File: src/pkg/fbw_pkg.sv
package fbw_pkg;
	// Flash geometry
	localparam int ADDR_W = 17;
	localparam int PAGE_SHIFT = 10;
	localparam int PAGE_W = ADDR_W - PAGE_SHIFT;
	localparam logic [ADDR_W-1:0] LOCK_BYTE_ADDR = 17'h1fbff;
	localparam logic [ADDR_W-1:0] RESV_BASE_ADDR = 17'h1fc00;
	localparam logic [ADDR_W-1:0] MOVX8_LIMIT = 17'h000ff;
	// Key codes
	localparam logic [7:0] KEY_FIRST = 8'ha5;
	localparam logic [7:0] KEY_SECOND = 8'hf1;
	localparam logic [7:0] ERASED_BYTE = 8'hff;
	// Block-write lane positions
	localparam logic [1:0] LANE_LAST = 2'h3;
	localparam int BLOCK_BYTES = 4;
	// Reset values
	localparam logic [7:0] LOCK_RST = 8'hff;
	localparam logic [1:0] KEY_RST = 2'h0;
	// Source of an access
	typedef enum logic [1:0] {
		FBW_SRC_DEBUG,
		FBW_SRC_CODE_UNLOCKED,
		FBW_SRC_CODE_LOCKED
	} fbw_src_type;
	// Operation kind
	typedef enum logic [1:0] {
		FBW_OP_READ,
		FBW_OP_WRITE,
		FBW_OP_ERASE,
		FBW_OP_DEV_ERASE
	} fbw_op_type;
	// Verdict of the checker
	typedef enum logic [1:0] {
		FBW_OK,
		FBW_IGNORE,
		FBW_FERR
	} fbw_verdict_type;
endpackage

File: src/core/fbw_sec_check.sv
`timescale 1ns/10ps
// Page-lock checker: combinational verdict for one access
module fbw_sec_check (
	input  wire logic [7:0]                   lock_byte_in,
	input  wire logic [fbw_pkg::ADDR_W-1:0]   addr_in,
	input  wire fbw_pkg::fbw_op_type          op_in,
	input  wire fbw_pkg::fbw_src_type         src_in,
	input  wire logic                         lock_change_in,
	output fbw_pkg::fbw_verdict_type          verdict_out
);
	logic [7:0]                 n_locked;
	logic [fbw_pkg::PAGE_W-1:0] page;
	logic [fbw_pkg::PAGE_W-1:0] lock_page;
	logic                       any_locked;
	logic                       is_resv;
	logic                       is_lock_page;
	logic                       page_locked;
	logic                       dbg;

	// Decode of the page map
	assign n_locked     = ~lock_byte_in;
	assign any_locked   = (lock_byte_in != fbw_pkg::LOCK_RST);
	assign page         = addr_in[fbw_pkg::ADDR_W-1:fbw_pkg::PAGE_SHIFT];
	assign lock_page    = fbw_pkg::LOCK_BYTE_ADDR[fbw_pkg::ADDR_W-1:fbw_pkg::PAGE_SHIFT];
	assign is_resv      = (addr_in >= fbw_pkg::RESV_BASE_ADDR);
	assign is_lock_page = (page == lock_page);
	assign page_locked  = ({1'b0, page} < n_locked);
	assign dbg          = (src_in == fbw_pkg::FBW_SRC_DEBUG);

	// Priority: device erase, reserved area, lock byte change, lock page, other pages
	always_comb begin
		verdict_out = fbw_pkg::FBW_OK;
		if (op_in == fbw_pkg::FBW_OP_DEV_ERASE) begin
			verdict_out = dbg ? fbw_pkg::FBW_OK : fbw_pkg::FBW_IGNORE;
		end else if (is_resv) begin
			verdict_out = dbg ? fbw_pkg::FBW_IGNORE : fbw_pkg::FBW_FERR;
		end else if (lock_change_in) begin
			verdict_out = dbg ? fbw_pkg::FBW_IGNORE : fbw_pkg::FBW_FERR;
		end else if (is_lock_page && op_in == fbw_pkg::FBW_OP_ERASE) begin
			if (!dbg)
				verdict_out = fbw_pkg::FBW_FERR;
			else if (any_locked)
				verdict_out = fbw_pkg::FBW_IGNORE;
		end else if ((is_lock_page && any_locked) || (!is_lock_page && page_locked)) begin
			// Locked page: only code running from a locked page may touch it
			case (src_in)
				fbw_pkg::FBW_SRC_DEBUG:         verdict_out = fbw_pkg::FBW_IGNORE;
				fbw_pkg::FBW_SRC_CODE_UNLOCKED: verdict_out = fbw_pkg::FBW_FERR;
				default:                        verdict_out = fbw_pkg::FBW_OK;
			endcase
		end
	end
endmodule

File: src/core/fbw_flash_ctrl.sv
`timescale 1ns/10ps
module fbw_flash_ctrl (
	input  wire logic                       ref_clk_in,
	input  wire logic                       sys_rst_in,
	// Control bits
	input  wire logic                       block_write_enable_in,
	input  wire logic                       store_write_enable_in,
	input  wire logic                       store_erase_enable_in,
	input  wire logic                       supply_mon_ok_in,
	// Key register write
	input  wire logic                       key_wr_in,
	input  wire logic [7:0]                 key_data_in,
	// Access request from core or debug port
	input  wire logic                       req_in,
	input  wire fbw_pkg::fbw_op_type        req_op_in,
	input  wire fbw_pkg::fbw_src_type       req_src_in,
	input  wire logic                       req_movx8_in,
	input  wire logic                       req_external_move_instr_read_in,
	input  wire logic [fbw_pkg::ADDR_W-1:0] req_addr_in,
	input  wire logic [7:0]                 req_data_in,
	input  wire logic [7:0]                 req_old_in,
	// Lock byte value as stored in the array
	input  wire logic [7:0]                 lock_byte_in,
	// Flash array commands, then request and error status
	output logic                            fl_prog_out,
	output logic [fbw_pkg::ADDR_W-1:0]      fl_addr_out,
	output logic [31:0]                     fl_data_out,
	output logic [3:0]                      fl_lane_en_out,
	output logic                            fl_erase_out,
	output logic                            fl_dev_erase_out,
	output logic                            req_done_out,
	output logic                            req_ignored_out,
	output logic                            flash_error_flag_out,
	output logic                            ferr_reset_out,
	output logic                            key_locked_out
);
	logic [7:0]                  lock_eff_ff;
	logic [1:0]                  key_state_ff;
	logic                        key_dead_ff;
	logic [7:0]                  cache_ff [0:fbw_pkg::BLOCK_BYTES-2];
	logic [2:0]                  cache_vld_ff;
	logic                        prog_ff;
	logic [fbw_pkg::ADDR_W-1:0]  addr_ff;
	logic [31:0]                 data_ff;
	logic [3:0]                  lane_ff;
	logic                        erase_ff;
	logic                        dev_erase_ff;
	logic                        done_ff;
	logic                        ign_ff;
	logic                        ferr_ff;
	logic                        ferr_flag_ff;
	logic                        ferr_rst_ff;
	logic                        rst_q_ff;
	fbw_pkg::fbw_verdict_type    verdict;
	logic                        lock_change;
	logic                        is_lock_byte;
	logic                        is_mod;
	logic                        key_ok;
	logic                        enable_ok;
	logic                        do_op;
	logic                        ferr_now;
	logic [1:0]                  lane;
	logic                        dbg;
	logic [7:0]                  prog_val;

	assign dbg          = (req_src_in == fbw_pkg::FBW_SRC_DEBUG);
	assign lane         = req_addr_in[1:0];
	assign is_lock_byte = (req_addr_in == fbw_pkg::LOCK_BYTE_ADDR);
	assign is_mod       = (req_op_in == fbw_pkg::FBW_OP_WRITE) || (req_op_in == fbw_pkg::FBW_OP_ERASE);
	// Any write to a lock byte already holding zeros counts as a change
	assign lock_change  = is_lock_byte && (req_op_in == fbw_pkg::FBW_OP_WRITE)
		&& (lock_byte_in != fbw_pkg::LOCK_RST);

	// Page locks are judged on the latched lock byte; only the lock byte change test uses the live array value
	fbw_sec_check u_sec (
		.lock_byte_in   (lock_eff_ff),
		.addr_in        (req_addr_in),
		.op_in          (req_op_in),
		.src_in         (req_src_in),
		.lock_change_in (lock_change),
		.verdict_out    (verdict)
	);

	// Firmware needs the enables and a fresh key; debug port does not
	assign key_ok    = dbg || ((key_state_ff == 2'h2) && !key_dead_ff);
	assign enable_ok = dbg || (store_write_enable_in
		&& ((req_op_in != fbw_pkg::FBW_OP_ERASE) || store_erase_enable_in));
	// Forbidden reads reset the device too; the supply check guards only modifications
	assign ferr_now  = req_in && !dbg && !req_external_move_instr_read_in
		&& ((verdict == fbw_pkg::FBW_FERR) || (is_mod && !supply_mon_ok_in));
	assign do_op     = req_in && !ferr_now && !req_external_move_instr_read_in
		&& (verdict == fbw_pkg::FBW_OK)
		&& (req_op_in == fbw_pkg::FBW_OP_DEV_ERASE
			|| (is_mod && key_ok && enable_ok
				&& !(req_movx8_in && req_addr_in > fbw_pkg::MOVX8_LIMIT)));
	// Program only clears bits
	assign prog_val  = req_data_in & req_old_in;

	// Lock byte is sampled once per reset so user writes wait for next reset
	always_ff @(posedge ref_clk_in) begin
		if (sys_rst_in)
			lock_eff_ff <= lock_byte_in;
		else if (fl_dev_erase_out)
			lock_eff_ff <= fbw_pkg::LOCK_RST;
	end

	// Key sequencer: 0 idle, 1 saw first code, 2 armed
	always_ff @(posedge ref_clk_in) begin
		if (sys_rst_in) begin
			key_state_ff <= fbw_pkg::KEY_RST;
			key_dead_ff  <= 1'b0;
		end else if (key_wr_in) begin
			if (key_state_ff == 2'h0 && key_data_in == fbw_pkg::KEY_FIRST)
				key_state_ff <= 2'h1;
			else if (key_state_ff == 2'h1 && key_data_in == fbw_pkg::KEY_SECOND)
				key_state_ff <= 2'h2;
			else
				key_dead_ff <= 1'b1;
		end else if (req_in && is_mod && !dbg) begin
			if (key_state_ff != 2'h2)
				key_dead_ff <= 1'b1;
			key_state_ff <= fbw_pkg::KEY_RST;
		end
	end

	// Block cache for lanes 00b to 10b
	genvar g;
	generate
		for (g = 0; g < fbw_pkg::BLOCK_BYTES - 1; g++) begin : g_cache
			always_ff @(posedge ref_clk_in) begin
				if (sys_rst_in || !block_write_enable_in) begin
					cache_vld_ff[g] <= 1'b0;
					cache_ff[g]     <= fbw_pkg::ERASED_BYTE;
				end else if (do_op && req_op_in == fbw_pkg::FBW_OP_WRITE) begin
					if (lane == fbw_pkg::LANE_LAST) begin
						cache_vld_ff[g] <= 1'b0;
					end else if (lane == 2'(g)) begin
						cache_vld_ff[g] <= 1'b1;
						cache_ff[g]     <= prog_val;
					end
				end
			end
		end
	endgenerate

	// Array command issue: one cycle per program or erase
	always_ff @(posedge ref_clk_in) begin
		if (sys_rst_in) begin
			prog_ff      <= 1'b0;
			erase_ff     <= 1'b0;
			dev_erase_ff <= 1'b0;
			addr_ff      <= '0;
			data_ff      <= 32'hffffffff;
			lane_ff      <= 4'h0;
		end else begin
			prog_ff      <= 1'b0;
			erase_ff     <= 1'b0;
			dev_erase_ff <= 1'b0;
			if (do_op) begin
				addr_ff <= req_addr_in;
				case (req_op_in)
					fbw_pkg::FBW_OP_WRITE: begin
						if (!block_write_enable_in) begin
							prog_ff <= 1'b1;
							lane_ff <= 4'h1 << lane;
							data_ff <= {4{prog_val}};
						end else if (lane == fbw_pkg::LANE_LAST) begin
							prog_ff <= 1'b1;
							addr_ff <= {req_addr_in[fbw_pkg::ADDR_W-1:2], 2'h0};
							lane_ff <= {1'b1, cache_vld_ff};
							data_ff <= {prog_val, cache_ff[2], cache_ff[1], cache_ff[0]};
						end
						// Lower lanes only fill the cache, nothing reaches the array
					end
					fbw_pkg::FBW_OP_ERASE: begin
						erase_ff <= 1'b1;
						addr_ff  <= {req_addr_in[fbw_pkg::ADDR_W-1:fbw_pkg::PAGE_SHIFT],
							10'h000};
					end
					fbw_pkg::FBW_OP_DEV_ERASE: begin
						dev_erase_ff <= 1'b1;
					end
					default: begin
						prog_ff <= 1'b0;
					end
				endcase
			end
		end
	end

	// Completion and refusal strobes
	always_ff @(posedge ref_clk_in) begin
		if (sys_rst_in) begin
			done_ff <= 1'b0;
			ign_ff  <= 1'b0;
		end else begin
			done_ff <= do_op;
			ign_ff  <= req_in && !do_op && !ferr_now;
		end
	end

	// Flash error: pending bit carries the cause across the reset it requests
	always_ff @(posedge ref_clk_in) begin
		ferr_rst_ff <= ferr_now && !sys_rst_in;
		rst_q_ff    <= sys_rst_in;
		if (ferr_rst_ff)
			ferr_ff <= 1'b1;
		else if (!sys_rst_in && rst_q_ff)
			ferr_ff <= 1'b0; // Cause consumed once the reset is over
		if (ferr_rst_ff)
			ferr_flag_ff <= 1'b1;
		else if (sys_rst_in)
			ferr_flag_ff <= ferr_ff;
	end

	assign fl_prog_out          = prog_ff;
	assign fl_addr_out          = addr_ff;
	assign fl_data_out          = data_ff;
	assign fl_lane_en_out       = lane_ff;
	assign fl_erase_out         = erase_ff;
	assign fl_dev_erase_out     = dev_erase_ff;
	assign req_done_out         = done_ff;
	assign req_ignored_out      = ign_ff;
	assign flash_error_flag_out = ferr_flag_ff;
	assign ferr_reset_out       = ferr_rst_ff;
	assign key_locked_out       = key_dead_ff;

	// Assertions
	a_key_rearm: assert property (@(posedge ref_clk_in) disable iff (sys_rst_in)
		(req_in && is_mod && !dbg) |=> (key_state_ff == 2'h0))
		else $error("key did not rearm");
	a_key_dead: assert property (@(posedge ref_clk_in) disable iff (sys_rst_in)
		key_dead_ff |=> !(fl_prog_out && $past(!dbg)))
		else $error("write after key lockout");
	a_no_partial: assert property (@(posedge ref_clk_in) disable iff (sys_rst_in)
		(do_op && block_write_enable_in && req_op_in == fbw_pkg::FBW_OP_WRITE
			&& lane != fbw_pkg::LANE_LAST) |=> !fl_prog_out)
		else $error("partial block programmed");
	a_blk_commit: assert property (@(posedge ref_clk_in) disable iff (sys_rst_in)
		(do_op && block_write_enable_in && req_op_in == fbw_pkg::FBW_OP_WRITE
			&& lane == fbw_pkg::LANE_LAST) |=> (fl_prog_out && fl_lane_en_out[3]
			&& fl_addr_out[1:0] == 2'h0))
		else $error("block not committed");
	a_erase_en: assert property (@(posedge ref_clk_in) disable iff (sys_rst_in)
		(fl_erase_out) |-> $past(dbg || (store_erase_enable_in && store_write_enable_in)))
		else $error("erase without enables");
	a_movx8_lim: assert property (@(posedge ref_clk_in) disable iff (sys_rst_in)
		(req_in && req_movx8_in && req_addr_in > fbw_pkg::MOVX8_LIMIT) |=> !fl_prog_out
			&& !fl_erase_out)
		else $error("movx8 reached high flash");
	a_dbg_noreset: assert property (@(posedge ref_clk_in) disable iff (sys_rst_in)
		(req_in && dbg) |=> !ferr_reset_out)
		else $error("debug caused reset");
	a_supply_ferr: assert property (@(posedge ref_clk_in) disable iff (sys_rst_in)
		(req_in && is_mod && !dbg && !req_external_move_instr_read_in && !supply_mon_ok_in)
		|=> ferr_reset_out ##1 flash_error_flag_out)
		else $error("supply fault not reset");
	a_external_move_instr_read: assert property (@(posedge ref_clk_in) disable iff (sys_rst_in)
		(req_in && req_external_move_instr_read_in) |=> !req_done_out)
		else $error("external_move_instr read reached flash");
endmodule

File: config.mk
export PLATFORM = sky130hd
export DESIGN_NAME = fbw_flash_ctrl
export DESIGN_NICKNAME = d
export VERILOG_FILES = /design/src/pkg/fbw_pkg.sv /design/src/core/fbw_sec_check.sv /design/src/core/fbw_flash_ctrl.sv
export SDC_FILE = /design/constraint.sdc
export NUM_CORES = 1
export LEC_CHECK = 0
export BUFFER_PORTS_ARGS = -buffer_cell sky130_fd_sc_hd__clkbuf_2
export CORE_ASPECT_RATIO = 0.8
export CORE_MARGIN = 2
export CORE_UTILIZATION = 40
export CTS_CLUSTER_DIAMETER = 40
export DETAILED_ROUTE_END_ITERATION = 16
export GPL_TIMING_DRIVEN = 0
export SYNTH_ARGS = -nofsm -noshare
export SYNTH_HDL_FRONTEND = slang
export SYNTH_SLANG_ARGS = --single-unit
export TNS_END_PERCENT = 1
File: constraint.sdc
create_clock -name ref_clk_in -period 8.5 [get_ports ref_clk_in]
set_input_delay 1.275 -clock ref_clk_in [delete_from_list [all_inputs] [get_ports ref_clk_in]]
set_output_delay 1.275 -clock ref_clk_in [all_outputs]
set_load 0.05 [all_outputs]
Word level (Yosys, flattened, before mapping)
Memory sizes are Yosys's and may differ from the RTL's.
Index checks and enable logic that the tools add are counted.
- input bits: 63
- logic and storage cells: 174
- RAM bits: 24
- memories kept: 1
- bits in registers: 76
- memory list (name ; words ; width ; read ports ; clocked after Yosys merged registers in ; write ports ; RTL line ; RTL):
    cache_ff ; 3 ; 8 ; 3 ; 0 ; 3 ; fbw_flash_ctrl.sv:40 ; logic [7:0] cache_ff [0:fbw_pkg::BLOCK_BYTES-2];
- reductions and logical operators: 64
- eq/ne operators: 22
- shift operators: 1
- bitwise gates (word level): 7
- magnitude comparators: 3
- mux-type cells: 58
- operators by type and width (cell ; number):
    two-way mux 32 bit ; 2
    two-way mux 8 bit ; 5
    two-way mux 1 bit ; 34
    logical AND 1 bit ; 28
    two-way mux 2 bit ; 13
    case mux 10 bit (2 select lines) ; 1
    equality test 17 bit (second input constant) ; 1
    >= comparator 17 bit (second input constant) ; 1
    > comparator 17 x 8 -> 1 bit (second input constant) ; 1
    equality test 8 bit (second input constant) ; 2
    != test 8 bit (second input constant) ; 2
    equality test 2 bit (second input constant) ; 6
    nonzero test 2 bit ; 6
    zero test 1 bit ; 10
    bitwise AND 8 bit ; 1
    equality test 2 x 1 -> 1 bit (second input constant) ; 4
    zero test 2 bit ; 4
    logical OR 1 bit ; 8
    < comparator 7 x 8 -> 1 bit ; 1
    two-way mux 4 bit ; 2
    != test 2 bit (second input constant) ; 4
    NOT 8 bit ; 1
    AND reduction 2 bit ; 4
    equality test 7 bit (second input constant) ; 1
    other kinds (10) ; 13

Logic depth before layout (Yosys ltp)
Gate-level depths: netlist of the first run.
- word-level depth: 22
- depth in mapped cells: 11
- mapped depth without buffers: 9

Cells and area by module
Synthesis of the first run repeated with hierarchy kept, for this count alone.
- cell total of the unflattened synthesis: 487
- area, all modules: 4813.4 um^2
- by module, submodules not included (module ; instances ; area each (um^2) ; cells an instance):
    fbw_flash_ctrl ; 1 ; 4524.3 ; 451
    fbw_sec_check ; 1 ; 289.0 ; 36

Worst setup path before layout of the first run
No wires, ideal clock.
- kind: input-to-reg
- start point: input req_op_in[0]
- end point: memory cache_ff[0][0] (enable)
- arrival: 3.574 ns
- library setup time: 0.384 ns
- setup slack: 4.542 ns
- stages: 8
- data required time: 8.116 ns
- path through: inv_1 ha_1 or4_4 and3b_2 o21a_4 nor2_2 buf_2 o21ai_0
- RTL lines (item ; RTL line ; RTL):
    start, declared ; fbw_flash_ctrl.sv:15 ; input wire fbw_pkg::fbw_op_type req_op_in,
    end, declared ; fbw_flash_ctrl.sv:40 ;

==> results.cfg, run 1 <==
[drt]
firstDrtPassIters = 5
drc = 0
viasPerCell = 5.535
wl_um = 13850
final_antenna_net_count = 0
vias = 4240
drtIter0Drc = 274
routedWlPerCell_um = 18.09

[power]
clock_power_share_pct = 39.6
pwr-share-comb_pct = 10.6
internal-power_mw = 0.7579
p_leak_nw = 2.296
p_sw_share_pct = 24.82
p_switching_mw = 0.2502
p_per_area_nw_per_um2 = 169.9
p_seq_share_pct = 49.8
vdd_ir_drop_max_uv = 92.07

[floorplanning]
die_x_um = 127.1
die_h_um = 102.4
core_area_sq_um = 11650
ios = 124
start_util_pct = 41.60
die_area_sq_um = 13020
rows = 35

[cts]
cts.sink_count = 100
path_clk_slew_ps = 60
post_cts_buffers = 0
cts_tree = built
clk_latency_ps = 350
htreeDepth = 3
cts_buffers = 9
cts_root_buf = clkbuf_16
ctsHoldBuffers = 0
cts_max_path_buffers = 2
cts_resized = 0

[worst_setup_path]
cp-end-kind = flip-flop
worstSetupStartpointType = input pin
cp.arrival_ps = 4300
rrSetupSlack_ps = 4910
critPathRequiredTime_ps = 8420
cp_max_fo = 10
critPathKind = in2reg

[synth]
yosys.area_share.simple_pct = 17.30
syn_avg_cell_area_sq_um = 10.10
synthDistinctLibCells = 69
synth_top_family_by_area = compound AO/OA/AOI/OAI gates
yosysTopAreaCell = dfxtp_1
synth_cells = 480
syn_nets = 559
yosys_warnings = 0
syn_area_sq_um = 4846
seq_area_frac_synth_pct = 47.92
synth_top_area_share_pct = 28.09
synthArstFlopShare_pct = 0
ys_ff_latch = 100
synth_mux_area_share_pct = 5.784
synth_xor_area_share_pct = 0
synth_fa_ha_area_share_pct = 4.131
netlist_top_cells_area = dfxtp_1 28%, edfxtp_1 20%, mux2i_1 5.8%
synth_compound_area_share_pct = 20.50
synth_flop_cell = dfxtp_1
synth_edf_count = 32

[global_route]
grt_antenna_before_repair = 0
grt_max_degree = 17
grt_busiest_layer = met1
grtUsageMet3_pct = 4.293
grt_first_pass_wirelength_um = 21800
grt_pass1_vias = 4071
use_met2_pct = 32.05
grt.overflow.total = 0
gr-usage-met1_pct = 32.33
grt_usage_pct = 21.71

[timing]
max_slew_margin_pct = 14.77
finalSetupTns_ps = 0
period_minus_slack_ps = 4382
final_max_slew_viol_count = 0
rsz0062_at_grt = false
tightestPinTransition_ps = 1265
period_share_pct = 51.56
finalSetupViolations = 0
timing.fmax_mhz = 228.2
fin_worst_skew_ps = 8.268
hold_viol_final = 0
setup_ws_ps = 4118

[final_layout]
post-route-cell-area_sq_um = 5934
fin_cells = 766
fin_nets = 692
utilization_pct = 50.95
drive_above_1_share_pct = 28.64
syn2layout_area_growth_pct = 22.46
nFillCells = 1127
antenna_cells = 0

[place]
port_buffers = 122
placed_area_sq_um = 5642
placed_cells = 750
pre_cts_ws_ps = 3755
dp_hpwl_um = 10500
gp_congestion = 0.8812

[run_status]
status = finished, final reports clean

[min_path]
hold_path_class = reg2reg

[flow_run]
cap_violations = 0
==> final cells by class <==
| type | instances | area (sq um) | share of cell area (%) |
|---|---|---|---|
| plain buffers | 28 | 162.7 | 2.741 |
| clock buffers | 13 | 271.5 | 4.575 |
| clock inverters | 3 | 21.27 | 0.3584 |
| inverters | 13 | 48.80 | 0.8223 |
| multi-input cells | 339 | 2312 | 38.96 |
| flip-flops and latches | 100 | 2322 | 39.13 |
| well taps | 148 | 185.2 | 3.120 |
| repair buffers | 122 | 610.6 | 10.29 |
==> path summary, 6_finish.rpt <==
check,cells past startpoint,endpoint,start
hold / removal,2,cache_vld_ff[0],cache_vld_ff[0]
setup / recovery,11,cache_ff[1][0],req_addr_in[1]
setup reg to reg,9,cache_ff[1][0],lock_eff_ff[5]
hold reg to reg,2,cache_vld_ff[0],cache_vld_ff[0]
==> cell families after synthesis <==
group / after synthesis
fa+ha+maj: 16
buf+inv: 41
compound gates: 128
flops: 100
mux: 28
simple gates: 167
==> synthesized netlist by cell type, types with 2 or more instances <==
cell type and instances:
buf_2 4, a21o_1 3, edfxtp_1 32, inv_1 13, o311ai_0 4, nand2_1 53
nor2b_1 4, dfxtp_1 68, and4_1 4, clkbuf_1 14, buf_4 2, a21oi_1 24
buf_6 6, a211oi_4 3, buf_1 2, a41oi_1 2, or3_1 2, o311ai_1 3
a31o_1 3, mux2i_1 28, o21ai_2 2, nor2_1 40, o21ai_0 18, nor3_1 5
a221oi_1 2, ha_1 16, nand3_1 23, o211ai_1 6, nor3b_1 2, a211oi_1 27
nand4b_1 2, a211o_1 2, and3_1 3, a31o_2 7, nand2b_1 12, nand4_1 4
o211a_1 3
==> power groups by stage <==
stage	sequential, mW	clock [mW]	combinational [mW]
final	0.502	0.399	0.107
after floorplan	0.520	0	0.0543
after global routing	0.502	0.425	0.117
after CTS	0.502	0.403	0.106
after global placement	0.512	0	0.103
after detailed placement	0.512	0	0.106
==> per-stage QoR <==
step / hold slack, ps / power [mW]
4_1_cts: 467.9 / 1.011
6_report: 462.7 / 1.008
3_5_place_dp: 454.9 / 0.6178
3_3_place_gp: 440.5 / 0.6151
2_1_floorplan: 427.8 / 0.5744
5_1_grt: 482.7 / 1.045
==> flip-flops by register name (all words and copies together) (netlist names) <==
signal                count
fl_erase_out              1
lock_eff_ff               8
fl_data_out              32
fl_dev_erase_out          1
rst_q_ff                  1
req_done_out              1
req_ignored_out           1
cache_vld_ff              3
key_state_ff              2
fl_prog_out               1
fl_addr_out              17
fl_lane_en_out            4
cache_ff                 24
key_locked_out            1
ferr_ff                   1
flash_error_flag_out      1
ferr_reset_out            1
==> placed cells by master, fill, tap and decap left out, drive strengths merged, types with 2 or more instances in the layout <==
cell type / synthesis / final
a211o: 2 / 2
a211oi: 31 / 31
a21o: 3 / 3
a21oi: 24 / 24
a221oi: 2 / 2
a31o: 10 / 10
a41oi: 2 / 2
and3: 3 / 3
and3b: 2 / 2
and4: 4 / 4
buf: 14 / 14
clkbuf: 14 / 149
clkinv: 0 / 2
dfxtp: 68 / 68
edfxtp: 32 / 32
ha: 16 / 16
inv: 13 / 13
mux2i: 28 / 28
nand2: 54 / 54
nand2b: 12 / 12
nand3: 24 / 24
nand4: 5 / 5
nand4b: 2 / 2
nor2: 42 / 42
nor2b: 4 / 4
nor3: 5 / 5
nor3b: 2 / 2
o211a: 3 / 3
o211ai: 7 / 7
o21a: 2 / 2
o21ai: 21 / 21
o311ai: 8 / 8
or3: 2 / 2
==> metal layers <==
metal  up-vias  share of wire [%]
li1       2052                  -
met1      1993                 49
met2       179                 42
met3        16                7.5
met4         0                1.4
met5         -                  0
==> worst max-delay path, stage by stage <==
cell and delay [ps]:
clkbuf_2 180, ha_1 350, nand4_1 190, a2111oi_2 450, o31ai_1 160, a31o_2 290
and3_1 190, buf_4 150, nor2_2 240, buf_2 320, o21ai_0 500
Power figures use the tool's default switching activity.
==> run 2, diff against run 1 <==
- PLACE_DENSITY: not set -> 0.65
- clock period: 8.5 -> 3.7 ns (I/O delays scaled with it)
==> run 2 against run 1 <==
  * Register-to-register slack worse by 4700 ps
  * Non-clock buffer count stayed put
  * Die area stayed put
  * Critical path type unchanged
  * Largest cell class unchanged
  * Largest power group unchanged
==> results.cfg, run 2 (same netlist as run 1, synthesis figures left out) <==
[drt]
firstDrtPassIters = 5
drtIter0Drc = 265
vias = 4258
wl_um = 13550
viasPerCell = 5.559
final_antenna_net_count = 0
drc = 0
routedWlPerCell_um = 17.69

[worst_setup_path]
cp-end-kind = flip-flop
worstSetupStartpointType = input pin
critPathKind = in2reg
worst_r2r_startpoint = lock_eff_ff[5]
cp.arrival_ps = 3510
critPathRequiredTime_ps = 3670
cp_max_fo = 10
worstReg2RegEnd = cache_ff[2][7]
rrSetupSlack_ps = 210
rr_worst_depth = 9

[global_route]
grt_usage_pct = 21.24
grt_max_degree = 18
grt.overflow.total = 0
grt_antenna_before_repair = 0
grt_pass1_vias = 4051
grt_first_pass_wirelength_um = 21440

[final_layout]
fin_nets = 692
syn2layout_area_growth_pct = 22.77
multiInputGateArea_sq_um = 2312
antenna_cells = 0
nFillCells = 1067
drive_above_1_share_pct = 28.80
post-route-cell-area_sq_um = 5949
final_common_cell = clkbuf_2
seqCellArea_sq_um = 2322
final_cell_mix = 122 x clkbuf_2, 68 x dfxtp_1, 53 x nand2_1
largest_reg_flops = 32

[place]
placed_area_sq_um = 5642
gp_congestion = 0.8767
pre_cts_ws_ps = -313.8
dp_hpwl_um = 10420
port_buffers = 122

[cts]
cts_tree = built
clk_latency_ps = 350
cts_max_path_buffers = 2
htreeDepth = 3
cts_buffers = 9
path_clk_slew_ps = 70
cts.sink_count = 100
cts_resized = 0
ctsHoldBuffers = 0
post_cts_buffers = 0
cts_root_buf = clkbuf_16

[floorplanning]
rows = 35
die_x_um = 127.1
start_util_pct = 41.60
die_h_um = 102.4
die_area_sq_um = 13020
core_area_sq_um = 11650
ios = 124

[timing]
tightestPinTransition_ps = 1165
hold_viol_final = 0
timing.fmax_mhz = 282.2
whs_ps = 440.3
fin_worst_skew_ps = 7.477
final_max_slew_viol_count = 0
period_minus_slack_ps = 3544
max_slew_margin_pct = 21.49
period_share_pct = 95.78
setup_ws_ps = 156.3
rsz0062_at_grt = false
finalSetupViolations = 0

[min_path]
hold_path_class = in2reg
min_to = rst_q_ff
worstHoldPathCells = 1
hold_path_startpoint = sys_rst_in

[run_status]
status = finished, final reports clean

[power]
vdd_ir_drop_max_uv = 241.6
p_per_area_nw_per_um2 = 394.5
p_leak_nw = 2.307

[flow_run]
cap_violations = 0
[run 2: cell types whose count changed in the layout (fill, tap and decap cells not counted)]
cell / change
clkbuf_8: +1
o21ai_1: +1
clkinvlp_4: -1
o21ai_0: -1
clkinv_2: -1
clkbuf_1: -1
inv_6: +2
[run 2: worst max path at each step]
stage,end,slack [ps],depth (start not counted),from
after floorplan,cache_ff[0][0],460,8,req_op_in[0]
after global placement,cache_ff[0][6],-220,10,req_op_in[0]
after detailed placement,cache_ff[0][6],-310,10,req_op_in[0]
after CTS,cache_ff[0][3],60,10,req_op_in[0]
after global routing,cache_ff[2][7],5,9,lock_eff_ff[6]
final,cache_ff[2][7],160,10,req_op_in[0]
[run 2: where the power goes]
group,leakage [nW],switching (mW),internal [mW]
registers,0.803,0.00727,1.14
logic,1.35,0.164,0.0807
clock network,0.152,0.411,0.540
[run 2: routing by layer]
layer,vias to the layer above,track usage (%),wire length [um]
met4,0,6.002,216
met5,-,0,0
met2,157,32.55,5931
met1,2029,29.71,6426
li1,2053,-,-
met3,19,5.812,975
[run 2: cell type report]
type,instances,share of cell area (%)
plain buffers,28,2.734
clock buffers,13,4.732
clock inverters,3,0.4416
inverters,13,0.8202
multi-input cells,339,38.86
flip-flops and latches,100,39.03
well taps,148,3.113
repair buffers,122,10.26
[run 2: worst max-delay path, cell delays in order]
cell	delay, ps
clkbuf_2	110
inv_1	50
ha_1	400
or4_4	600
o21ai_2	240
and3_1	190
buf_4	150
nor2_2	80
buf_2	200
o21ai_0	930
[run 2: per-stage QoR]
step           power [mW]  cells  setup TNS [ps]  util, %
4_1_cts             2.364    766               0    51.07
6_report            2.347    766               0    51.07
5_1_grt             2.431    766               0    51.07
3_3_place_gp        1.411    750           -2495    48.43
3_5_place_dp        1.418    750           -5426    48.43
2_1_floorplan       1.320    480               0        -
